`src/rtl/csrs_defines.vh`:
```
// csrs_defines.vh: addresses, field positions and reset values for the core register set
// assumes inclusion by csrs_core.v only
`ifndef CSRS_DEFINES_VH
`define CSRS_DEFINES_VH
`define CSRS_ADDR_IND0 8'h00
`define CSRS_ADDR_PTR0 8'h01
`define CSRS_ADDR_IND1 8'h02
`define CSRS_ADDR_PTR1 8'h03
`define CSRS_ADDR_BANK 8'h04
`define CSRS_ADDR_ACC 8'h05
`define CSRS_ADDR_PCL 8'h06
`define CSRS_ADDR_TABLE_POINTER_LOW 8'h07
`define CSRS_ADDR_TABLE_HIGH_BYTE 8'h08
`define CSRS_ADDR_TABLE_POINTER_HIGH 8'h09
`define CSRS_ADDR_FLAGS 8'h0A
`define CSRS_GP_BASE 8'h80
`define CSRS_BIT_C 0
`define CSRS_BIT_AC 1
`define CSRS_BIT_Z 2
`define CSRS_BIT_OV 3
`define CSRS_BIT_PDF 4
`define CSRS_BIT_TO 5
`define CSRS_BIT_CZ 6
`define CSRS_BIT_SC 7
`define CSRS_FLAGS_WMASK 8'h0F
`define CSRS_BANK_RESET 8'h00
`define CSRS_ZERO 8'h00
`define CSRS_OP_NONE 3'h0
`define CSRS_OP_ADD 3'h1
`define CSRS_OP_SUB 3'h2
`define CSRS_OP_SBC 3'h3
`define CSRS_OP_LOGIC 3'h4
`define CSRS_OP_ROTC 3'h5
`define CSRS_OP_ADC 3'h6
`endif

```
`src/rtl/csrs_core.v`:
```
// csrs_core.v: core special-function registers, indirect/banked data access, status flags
// assumes the execution unit issues at most one data access per cycle; memory reads are
// registered into o_rdata one cycle after i_rd, from the bank arrays held here
`include "csrs_defines.vh"
module csrs_core #(
  parameter PC_WIDTH = 11,
  parameter GP_DEPTH = 128
) (
  // clock and reset
  input wire i_mclk,
  input wire i_srst,
  input wire i_por,
  input wire i_wdt_pd_reset,
  // data access from the execution unit
  input wire i_rd,
  input wire i_wr,
  input wire [7:0] i_addr,
  input wire [7:0] i_wdata,
  output reg [7:0] o_rdata,
  // alu result path
  input wire i_alu_valid,
  input wire [2:0] i_alu_op,
  input wire [7:0] i_alu_a,
  input wire [7:0] i_alu_b,
  input wire i_alu_to_acc,
  input wire [7:0] i_alu_logic,
  input wire i_rot_carry,
  input wire i_rot_carry_valid,
  // system events
  input wire i_watchdog_clear_instruction,
  input wire i_halt,
  input wire i_wdt_timeout,
  // table read
  input wire i_tbl_rd,
  input wire [15:0] i_rom_word,
  output reg [15:0] o_rom_addr,
  output reg [7:0] o_tbl_low,
  output reg o_tbl_low_valid,
  // program counter low
  output reg o_pcl_jump,
  output reg [PC_WIDTH-1:0] o_pc_jump_target,
  output reg o_dummy_cycle,
  input wire [PC_WIDTH-1:0] i_pc,
  // state views
  output reg [7:0] o_acc,
  output reg [7:0] o_flags,
  output reg o_bank
);
  reg [7:0] ptr0;
  reg [7:0] ptr1;
  reg bank;
  reg [7:0] acc;
  reg [7:0] table_pointer_low;
  reg [7:0] table_pointer_high;
  reg [7:0] table_high_byte;
  reg [7:0] flags;
  reg [7:0] gp0 [0:GP_DEPTH-1];
  reg [7:0] gp1 [0:GP_DEPTH-1];

  // true for an address inside the general purpose area
  function is_gp;
    input [7:0] a;
    begin
      is_gp = (a >= `CSRS_GP_BASE);
    end
  endfunction

  // resolve the effective address and bank of an access
  reg [7:0] eff_addr;
  reg eff_bank;
  reg ind_null;
  always @* begin
    eff_addr = i_addr;
    eff_bank = 1'b0;
    ind_null = 1'b0;
    if (i_addr == `CSRS_ADDR_IND0) begin
      eff_addr = ptr0;
      eff_bank = 1'b0;
    end else if (i_addr == `CSRS_ADDR_IND1) begin
      eff_addr = ptr1;
      eff_bank = bank;
    end
    if ((i_addr == `CSRS_ADDR_IND0 || i_addr == `CSRS_ADDR_IND1) &&
        (eff_addr == `CSRS_ADDR_IND0 || eff_addr == `CSRS_ADDR_IND1)) begin
      ind_null = 1'b1;
    end
  end

  wire [6:0] gp_idx = eff_addr[6:0];

  // read mux; special addresses ignore bank
  reg [7:0] rd_val;
  always @* begin
    rd_val = `CSRS_ZERO;
    if (ind_null) begin
      rd_val = `CSRS_ZERO;
    end else if (is_gp(eff_addr)) begin
      rd_val = eff_bank ? gp1[gp_idx] : gp0[gp_idx];
    end else begin
      case (eff_addr)
        `CSRS_ADDR_PTR0: rd_val = ptr0;
        `CSRS_ADDR_PTR1: rd_val = ptr1;
        `CSRS_ADDR_BANK: rd_val = {7'h00, bank};
        `CSRS_ADDR_ACC: rd_val = acc;
        `CSRS_ADDR_PCL: rd_val = i_pc[7:0];
        `CSRS_ADDR_TABLE_POINTER_LOW: rd_val = table_pointer_low;
        `CSRS_ADDR_TABLE_HIGH_BYTE: rd_val = table_high_byte;
        `CSRS_ADDR_TABLE_POINTER_HIGH: rd_val = table_pointer_high;
        `CSRS_ADDR_FLAGS: rd_val = flags;
        default: rd_val = `CSRS_ZERO;
      endcase
    end
  end

  wire wr_ok = i_wr & ~ind_null;
  wire wr_spec = wr_ok & ~is_gp(eff_addr);

  // general purpose storage; no reset, contents volatile
  always @(posedge i_mclk) begin
    if (wr_ok && is_gp(eff_addr)) begin
      if (eff_bank) begin
        gp1[gp_idx] <= i_wdata;
      end else begin
        gp0[gp_idx] <= i_wdata;
      end
    end
  end

  // alu flag computation
  reg [8:0] sum;
  reg [4:0] nib;
  reg [7:0] res;
  reg carry7;
  reg next_ov;
  reg arith;
  reg is_sub;
  always @* begin
    is_sub = (i_alu_op == `CSRS_OP_SUB) || (i_alu_op == `CSRS_OP_SBC);
    arith = is_sub || (i_alu_op == `CSRS_OP_ADD) || (i_alu_op == `CSRS_OP_ADC);
    sum = 9'h000;
    nib = 5'h00;
    carry7 = 1'b0;
    res = i_alu_logic;
    // subtract as a plus inverted b plus carry-in; carry out means no borrow
    if (arith) begin
      sum = {1'b0, i_alu_a} + {1'b0, (is_sub ? ~i_alu_b : i_alu_b)} +
            {8'h00, ((i_alu_op == `CSRS_OP_SUB) ? 1'b1 :
             ((i_alu_op == `CSRS_OP_ADD) ? 1'b0 : flags[`CSRS_BIT_C]))};
      nib = {1'b0, i_alu_a[3:0]} + {1'b0, (is_sub ? ~i_alu_b[3:0] : i_alu_b[3:0])} +
            {4'h0, sum[0] ^ i_alu_a[0] ^ (is_sub ? ~i_alu_b[0] : i_alu_b[0])};
      carry7 = sum[7] ^ i_alu_a[7] ^ (is_sub ? ~i_alu_b[7] : i_alu_b[7]);
      res = sum[7:0];
    end
    next_ov = carry7 ^ sum[8];
  end

  always @(posedge i_mclk) begin
    if (i_srst) begin
      // watchdog wake from power-down keeps the bank
      if (!i_wdt_pd_reset) begin
        bank <= 1'b0;
      end
      ptr0 <= `CSRS_ZERO;
      ptr1 <= `CSRS_ZERO;
      acc <= `CSRS_ZERO;
      table_pointer_low <= `CSRS_ZERO;
      table_pointer_high <= `CSRS_ZERO;
      table_high_byte <= `CSRS_ZERO;
      if (i_por) begin
        flags <= `CSRS_ZERO;
      end
      o_rdata <= `CSRS_ZERO;
      o_rom_addr <= 16'h0000;
      o_tbl_low <= `CSRS_ZERO;
      o_tbl_low_valid <= 1'b0;
      o_pcl_jump <= 1'b0;
      o_pc_jump_target <= {PC_WIDTH{1'b0}};
      o_dummy_cycle <= 1'b0;
      o_acc <= `CSRS_ZERO;
      o_flags <= `CSRS_ZERO;
      o_bank <= 1'b0;
    end else begin
      o_rdata <= i_rd ? rd_val : `CSRS_ZERO;
      // special register writes
      if (wr_spec) begin
        case (eff_addr)
          `CSRS_ADDR_PTR0: ptr0 <= i_wdata;
          `CSRS_ADDR_PTR1: ptr1 <= i_wdata;
          `CSRS_ADDR_BANK: bank <= i_wdata[0];
          `CSRS_ADDR_ACC: acc <= i_wdata;
          `CSRS_ADDR_TABLE_POINTER_LOW: table_pointer_low <= i_wdata;
          `CSRS_ADDR_TABLE_HIGH_BYTE: table_high_byte <= i_wdata;
          `CSRS_ADDR_TABLE_POINTER_HIGH: table_pointer_high <= i_wdata;
          `CSRS_ADDR_FLAGS:
            flags <= (flags & ~`CSRS_FLAGS_WMASK) | (i_wdata & `CSRS_FLAGS_WMASK);
          default: ;
        endcase
      end
      // page-local jump, one dummy cycle
      o_pcl_jump <= wr_spec && (eff_addr == `CSRS_ADDR_PCL);
      o_dummy_cycle <= wr_spec && (eff_addr == `CSRS_ADDR_PCL);
      o_pc_jump_target <= {i_pc[PC_WIDTH-1:8], i_wdata};
      // results land only in the accumulator
      if (i_alu_valid && i_alu_to_acc) begin
        acc <= res;
      end
      // alu updates win over a software flag write in the same cycle
      if (i_alu_valid && arith) begin
        flags[`CSRS_BIT_C] <= sum[8];
        flags[`CSRS_BIT_AC] <= nib[4];
        flags[`CSRS_BIT_OV] <= next_ov;
        flags[`CSRS_BIT_Z] <= (res == 8'h00);
        flags[`CSRS_BIT_SC] <= next_ov ^ res[7];
        if (i_alu_op == `CSRS_OP_SUB) begin
          flags[`CSRS_BIT_CZ] <= (res == 8'h00);
        end else if (i_alu_op == `CSRS_OP_SBC) begin
          flags[`CSRS_BIT_CZ] <= flags[`CSRS_BIT_CZ] & (res == 8'h00);
        end
      end else if (i_alu_valid && i_alu_op == `CSRS_OP_LOGIC) begin
        flags[`CSRS_BIT_Z] <= (res == 8'h00);
      end
      if (i_rot_carry_valid) begin
        flags[`CSRS_BIT_C] <= i_rot_carry;
      end
      // system flags; timeout set wins over clears
      if (i_halt) begin
        flags[`CSRS_BIT_PDF] <= 1'b1;
      end else if (i_watchdog_clear_instruction) begin
        flags[`CSRS_BIT_PDF] <= 1'b0;
      end
      if (i_wdt_timeout) begin
        flags[`CSRS_BIT_TO] <= 1'b1;
      end else if (i_watchdog_clear_instruction || i_halt) begin
        flags[`CSRS_BIT_TO] <= 1'b0;
      end
      // table read: high byte kept, low byte handed out
      o_rom_addr <= {table_pointer_high, table_pointer_low};
      o_tbl_low_valid <= i_tbl_rd;
      if (i_tbl_rd) begin
        table_high_byte <= i_rom_word[15:8];
        o_tbl_low <= i_rom_word[7:0];
      end
      o_acc <= acc;
      o_flags <= flags;
      o_bank <= bank;
    end
  end
endmodule // csrs_core

```
`config.mk`:
```
export PLATFORM = sky130hd
export DESIGN_NAME = csrs_core
export DESIGN_NICKNAME = d
export VERILOG_FILES = /design/src/rtl/csrs_core.v
export VERILOG_INCLUDE_DIRS = /design/src /design/src/rtl
export SDC_FILE = /design/constraint.sdc
export NUM_CORES = 2
export LEC_CHECK = 0
export BUFFER_PORTS_ARGS = -buffer_cell sky130_fd_sc_hd__buf_2
export CORE_AREA = 10 10 518 393
export DETAILED_ROUTE_END_ITERATION = 7
export DIE_AREA = 0 0 528 403
export SYNTH_ARGS = -nofsm -noshare
export SYNTH_HDL_FRONTEND = slang
export SYNTH_SLANG_ARGS = --single-unit
```
`constraint.sdc`:
```
create_clock -name i_mclk -period 11.27 [get_ports i_mclk]
set_clock_uncertainty 0.05 [all_clocks]
set_input_delay 1.6905 -clock i_mclk [delete_from_list [all_inputs] [get_ports i_mclk]]
set_output_delay 1.6905 -clock i_mclk [all_outputs]
set_load 0.02 [all_outputs]
```
==> tab_implementation.tex <==
\begin{tabular}{lr}
\hline
Metric & Value \\
\hline
\multicolumn{2}{l}{\textbf{Status}} \\
Failing checks & design-rule violations \\
Outcome & complete, but fails checks \\
\multicolumn{2}{l}{\textbf{Worst setup path}} \\
Endpoint class of the critical path & flip-flop \\
Arrival time at the worst endpoint & 7.24 ns \\
Largest fanout of any net on the critical path & 171 \\
Data required time of the critical path & 11.99 ns \\
Classification of the worst setup path & primary input to flip-flop \\
Crit start category & primary input \\
\multicolumn{2}{l}{\textbf{STA}} \\
Final cycle utilization of the critical path & 57.8\% \\
Final Critical Period & 6.52 ns \\
Slew Viols, Final & 0 \\
Setup-failing EPs final & 0 \\
Final-layout worst hold slack & 0.443 ns \\
Setup repair after global routing missed its margin & no \\
Setup ws final & 4.75 ns \\
Worst Tran Pin Value & 1.33 ns \\
Slew Limit Headroom & 10.8\% \\
Fin. Hold Viols & 0 \\
Final setup TNS & 0 ns \\
Achievable Freq & 153 MHz \\
\multicolumn{2}{l}{\textbf{Yosys}} \\
Leading register cell type out of synthesis & sky130\_fd\_sc\_hd\_\_edfxtp\_1 \\
Cell area after technology mapping & 0.0866 mm2 \\
Net count of the mapped netlist & 6129 \\
Syn avg cell area & 14.4 um2 \\
Share of synthesized flip-flops with an asynchronous set or reset & 0\% \\
Synthesis-stage register bit count & 2167 \\
Gate Count Post-Synth & 6035 \\
Sequential element share of the synthesized area & 73.9\% \\
Number of flops mapped to enable cells by yosys & 2057 \\
Syn. warnings & 0 \\
Yosys cell types & 94 \\
\multicolumn{2}{l}{\textbf{Place}} \\
Instance area after placement & 0.0904 mm2 \\
DP Wirelength & 175 mm \\
Number of I/O port buffers & 146 \\
Final weighted congestion in routability-driven placement & 0.921 \\
Placement-stage worst setup slack & 4.12 ns \\
\multicolumn{2}{l}{\textbf{Power}} \\
Sw Pwr & 3.86 mW \\
Internal cell power & 12.6 mW \\
Leakage power of the design & 31.5 nW \\
Worst VDD drop & 0.167 mV \\
Design Power & 16.4 mW \\
Combinational power share & 6.4\% \\
Part of the total power dissipated in the clock network & 39.8\% \\
Portion of total power attributed to sequential cells & 53.8\% \\
PwrDens & 170 mW/mm2 \\
Switching power as a share of total power & 23.5\% \\
\multicolumn{2}{l}{\textbf{Global routing}} \\
Largest net degree at the start of global routing & 174 \\
Number of antenna violations at the first check in global routing & 19 \\
Vias in the first global route & 52700 \\
Remaining global-route overflow & 0 \\
Total global routing track utilization & 26.2\% \\
Global-route wire length before repair & 406 mm \\
\multicolumn{2}{l}{\textbf{Clocking}} \\
Clock tree from TritonCTS & done \\
Clock transition time at the flip-flop clock pins of the worst setup and hold paths & 0.06 ns \\
CTS root buf & sky130\_fd\_sc\_hd\_\_clkbuf\_16 \\
Hold bufs inserted after CTS & 0 \\
Clock latency reported for the late side of the worst-skew pair & 0.85 ns \\
Resized Gates After CTS & 0 \\
Largest buffer count on any clock path & 3 \\
Clock net sink count & 2167 \\
TritonCTS Buffers & 195 \\
Post-CTS Repair Setup Buffers & 0 \\
\# H-tree levels & 4 \\
\multicolumn{2}{l}{\textbf{Route}} \\
Vias per cell & 6.38 \\
Detailed route wirelength on metal3 & 38.8 mm \\
Post-route met1 wirelength & 118 mm \\
DRT iter0 DRCs & 9335 \\
Number of remaining DRC errors & 2 \\
Number of optimization iterations in the first detailed-route pass & 8 \\
Number of nets with antenna violations after routing & 0 \\
Highest routing layer actually used & met5 \\
Final wirelength & 290 mm \\
Detailed route wirelength on metal2 & 123 mm \\
Total number of vias & 56400 \\
WL per Instance & 32.8 um \\
\multicolumn{2}{l}{\textbf{Final layout}} \\
Multi-input gate area & 0.0211 mm2 \\
Leading cell type in the layout, fill and taps excluded & sky130\_fd\_sc\_hd\_\_edfxtp\_1 \\
Cell area after layout & 0.0965 mm2 \\
Share of final-layout standard cells stronger than drive strength 1 & 11.7\% \\
Highest-count cells in the layout ignoring fill and taps & sky130\_fd\_sc\_hd\_\_edfxtp\_1, sky130\_fd\_sc\_hd\_\_nand2\_1, sky130\_fd\_sc\_hd\_\_nor2\_1, sky130\_fd\_sc\_hd\_\_nand3\_1, sky130\_fd\_sc\_hd\_\_mux2i\_1 \\
Total of fill cells in the finished design & 16400 \\
Area taken by flip-flops and latches & 0.0640 mm2 \\
Total number of nets in the final design & 6209 \\
Synth-to-layout area growth & 11.4\% \\
\multicolumn{2}{l}{\textbf{Floorplan}} \\
Die ar. & 0.213 mm2 \\
Die H & 403 um \\
Cell Rows & 140 \\
Width of the die & 528 um \\
Core region area & 0.193 mm2 \\
Initial Utilization & 44.8\% \\
IO Count & 147 \\
\multicolumn{2}{l}{\textbf{Job}} \\
Reported max-cap violation count & 0 \\
\multicolumn{2}{l}{\textbf{Hold path}} \\
Path category of the worst min-delay check & flip-flop to flip-flop \\
\hline
\end{tabular}
==> final cells by class <==
| class | instances | share of cell area (%) |
|---|---|---|
| flip-flops and latches | 2167 | 66.3 |
| inverters | 23 | 0.0895 |
| multi-input cells | 3434 | 21.8 |
| well taps | 2556 | 3.31 |
| diodes | 8 | 0.0207 |
| clock buffers | 253 | 5.29 |
| repair buffers | 294 | 2.16 |
| clock inverters | 105 | 1.01 |
==> logic make-up (layout without fill, tap and decap cells) <==
kind of cell | count (synthesis) | in the layout | synth area share, %
flip-flops | 2167 | 2167 | 73.9
AND/OR/NAND/NOR | 2094 | 2094 | 10.9
AO/OA/AOI/OAI | 993 | 993 | 7.95
buffers and inverters | 434 | 675 | 2.21
multiplexers | 325 | 325 | 4.80
adder cells (fa/ha/maj) | 11 | 11 | 0.173
XOR/XNOR | 11 | 11 | 0.127
other | 0 | 8 | 0
==> Yosys cell counts (7+ instances only) <==
cell type,n,area [um2]
sky130_fd_sc_hd__or4_1,8,60.1
sky130_fd_sc_hd__o221ai_1,11,96.3
sky130_fd_sc_hd__xnor2_1,8,70.1
sky130_fd_sc_hd__a41oi_1,15,131
sky130_fd_sc_hd__and3_1,184,1150
sky130_fd_sc_hd__edfxtp_1,2057,61800
sky130_fd_sc_hd__dfxtp_1,110,2200
sky130_fd_sc_hd__nand3_1,312,1560
sky130_fd_sc_hd__a22oi_1,60,450
sky130_fd_sc_hd__a21oi_1,213,1070
sky130_fd_sc_hd__o211ai_1,7,52.6
sky130_fd_sc_hd__a31o_2,23,201
sky130_fd_sc_hd__nor2_1,388,1460
sky130_fd_sc_hd__a211oi_1,175,1310
sky130_fd_sc_hd__o22ai_1,45,282
sky130_fd_sc_hd__nand4_1,61,382
sky130_fd_sc_hd__a221oi_1,17,149
sky130_fd_sc_hd__and2_1,12,75.1
sky130_fd_sc_hd__mux2_2,22,248
sky130_fd_sc_hd__a2111oi_0,25,219
sky130_fd_sc_hd__buf_4,22,165
sky130_fd_sc_hd__o32ai_1,7,61.3
sky130_fd_sc_hd__a222oi_1,8,80.1
sky130_fd_sc_hd__buf_1,48,180
sky130_fd_sc_hd__mux2_1,8,90.1
sky130_fd_sc_hd__nand2_1,967,3630
sky130_fd_sc_hd__buf_2,137,686
sky130_fd_sc_hd__nor3_1,28,140
sky130_fd_sc_hd__a311oi_1,13,114
sky130_fd_sc_hd__nor2b_1,51,319
sky130_fd_sc_hd__inv_1,23,86.3
sky130_fd_sc_hd__clkbuf_1,200,751
sky130_fd_sc_hd__o21ai_0,84,420
sky130_fd_sc_hd__nor4_1,37,231
sky130_fd_sc_hd__mux4_2,69,1550
sky130_fd_sc_hd__o31ai_1,10,75.1
sky130_fd_sc_hd__a31oi_1,129,807
sky130_fd_sc_hd__ha_1,8,100
sky130_fd_sc_hd__a21boi_0,9,67.6
sky130_fd_sc_hd__mux2i_1,226,2260
sky130_fd_sc_hd__o41ai_1,11,96.3
sky130_fd_sc_hd__a32oi_1,47,412
==> registers in the layout, indices dropped and copies added, names as in the netlist, 11 cells and up <==
name,flops
o_rom_addr,16
gp0,1024
o_pc_jump_target,11
gp1,1024
==> critical path: stages <==
cell,delay (ns)
sky130_fd_sc_hd__buf_2,0.49
sky130_fd_sc_hd__nor2b_1,0.51
sky130_fd_sc_hd__nand3_4,0.51
sky130_fd_sc_hd__nand2_4,0.47
sky130_fd_sc_hd__buf_12,0.67
sky130_fd_sc_hd__buf_4,0.88
sky130_fd_sc_hd__a21oi_1,0.18
sky130_fd_sc_hd__a22oi_1,0.30
sky130_fd_sc_hd__nand3_1,0.15
sky130_fd_sc_hd__a41oi_1,0.67
sky130_fd_sc_hd__a2111oi_0,0.15
sky130_fd_sc_hd__o32ai_1,0.29
==> path summary, 6_finish.rpt <==
check / start / endpoint / slack (ns) / cells past startpoint
setup / recovery: i_addr[1] / o_rdata[3] / 4.75 / 12
hold / removal: o_tbl_low[0] / o_tbl_low[0] / 0.44 / 2
setup reg to reg: ptr0[2] / o_rdata[7] / 5.79 / 9
hold reg to reg: o_tbl_low[0] / o_tbl_low[0] / 0.44 / 2
==> power groups by stage <==
stage,sequential [mW],clock (mW),combinational [mW]
2_1_floorplan,9.02,0,0.481
3_3_place_gp,9.01,0,1.01
3_5_place_dp,9.02,0,1.02
4_1_cts,8.84,6.57,1.02
5_1_grt,8.84,6.89,1.09
6_report,8.84,6.54,1.05
==> per-stage QoR <==
step,std cells,util (%)
floorplan,6035,-
global placement,8474,46.7
detailed placement,8474,46.7
CTS,8832,49.9
global route,8832,49.9
finish,8840,49.9
==> routing by layer <==
layer  up-vias  global-route usage [%]
met3       540                    8.46
met2      3831                    37.0
met1     28600                    38.4
li1      23400                       -
met5         -                       0
met4         8                    8.56
Note: power is estimated with default switching activity, not from simulation.
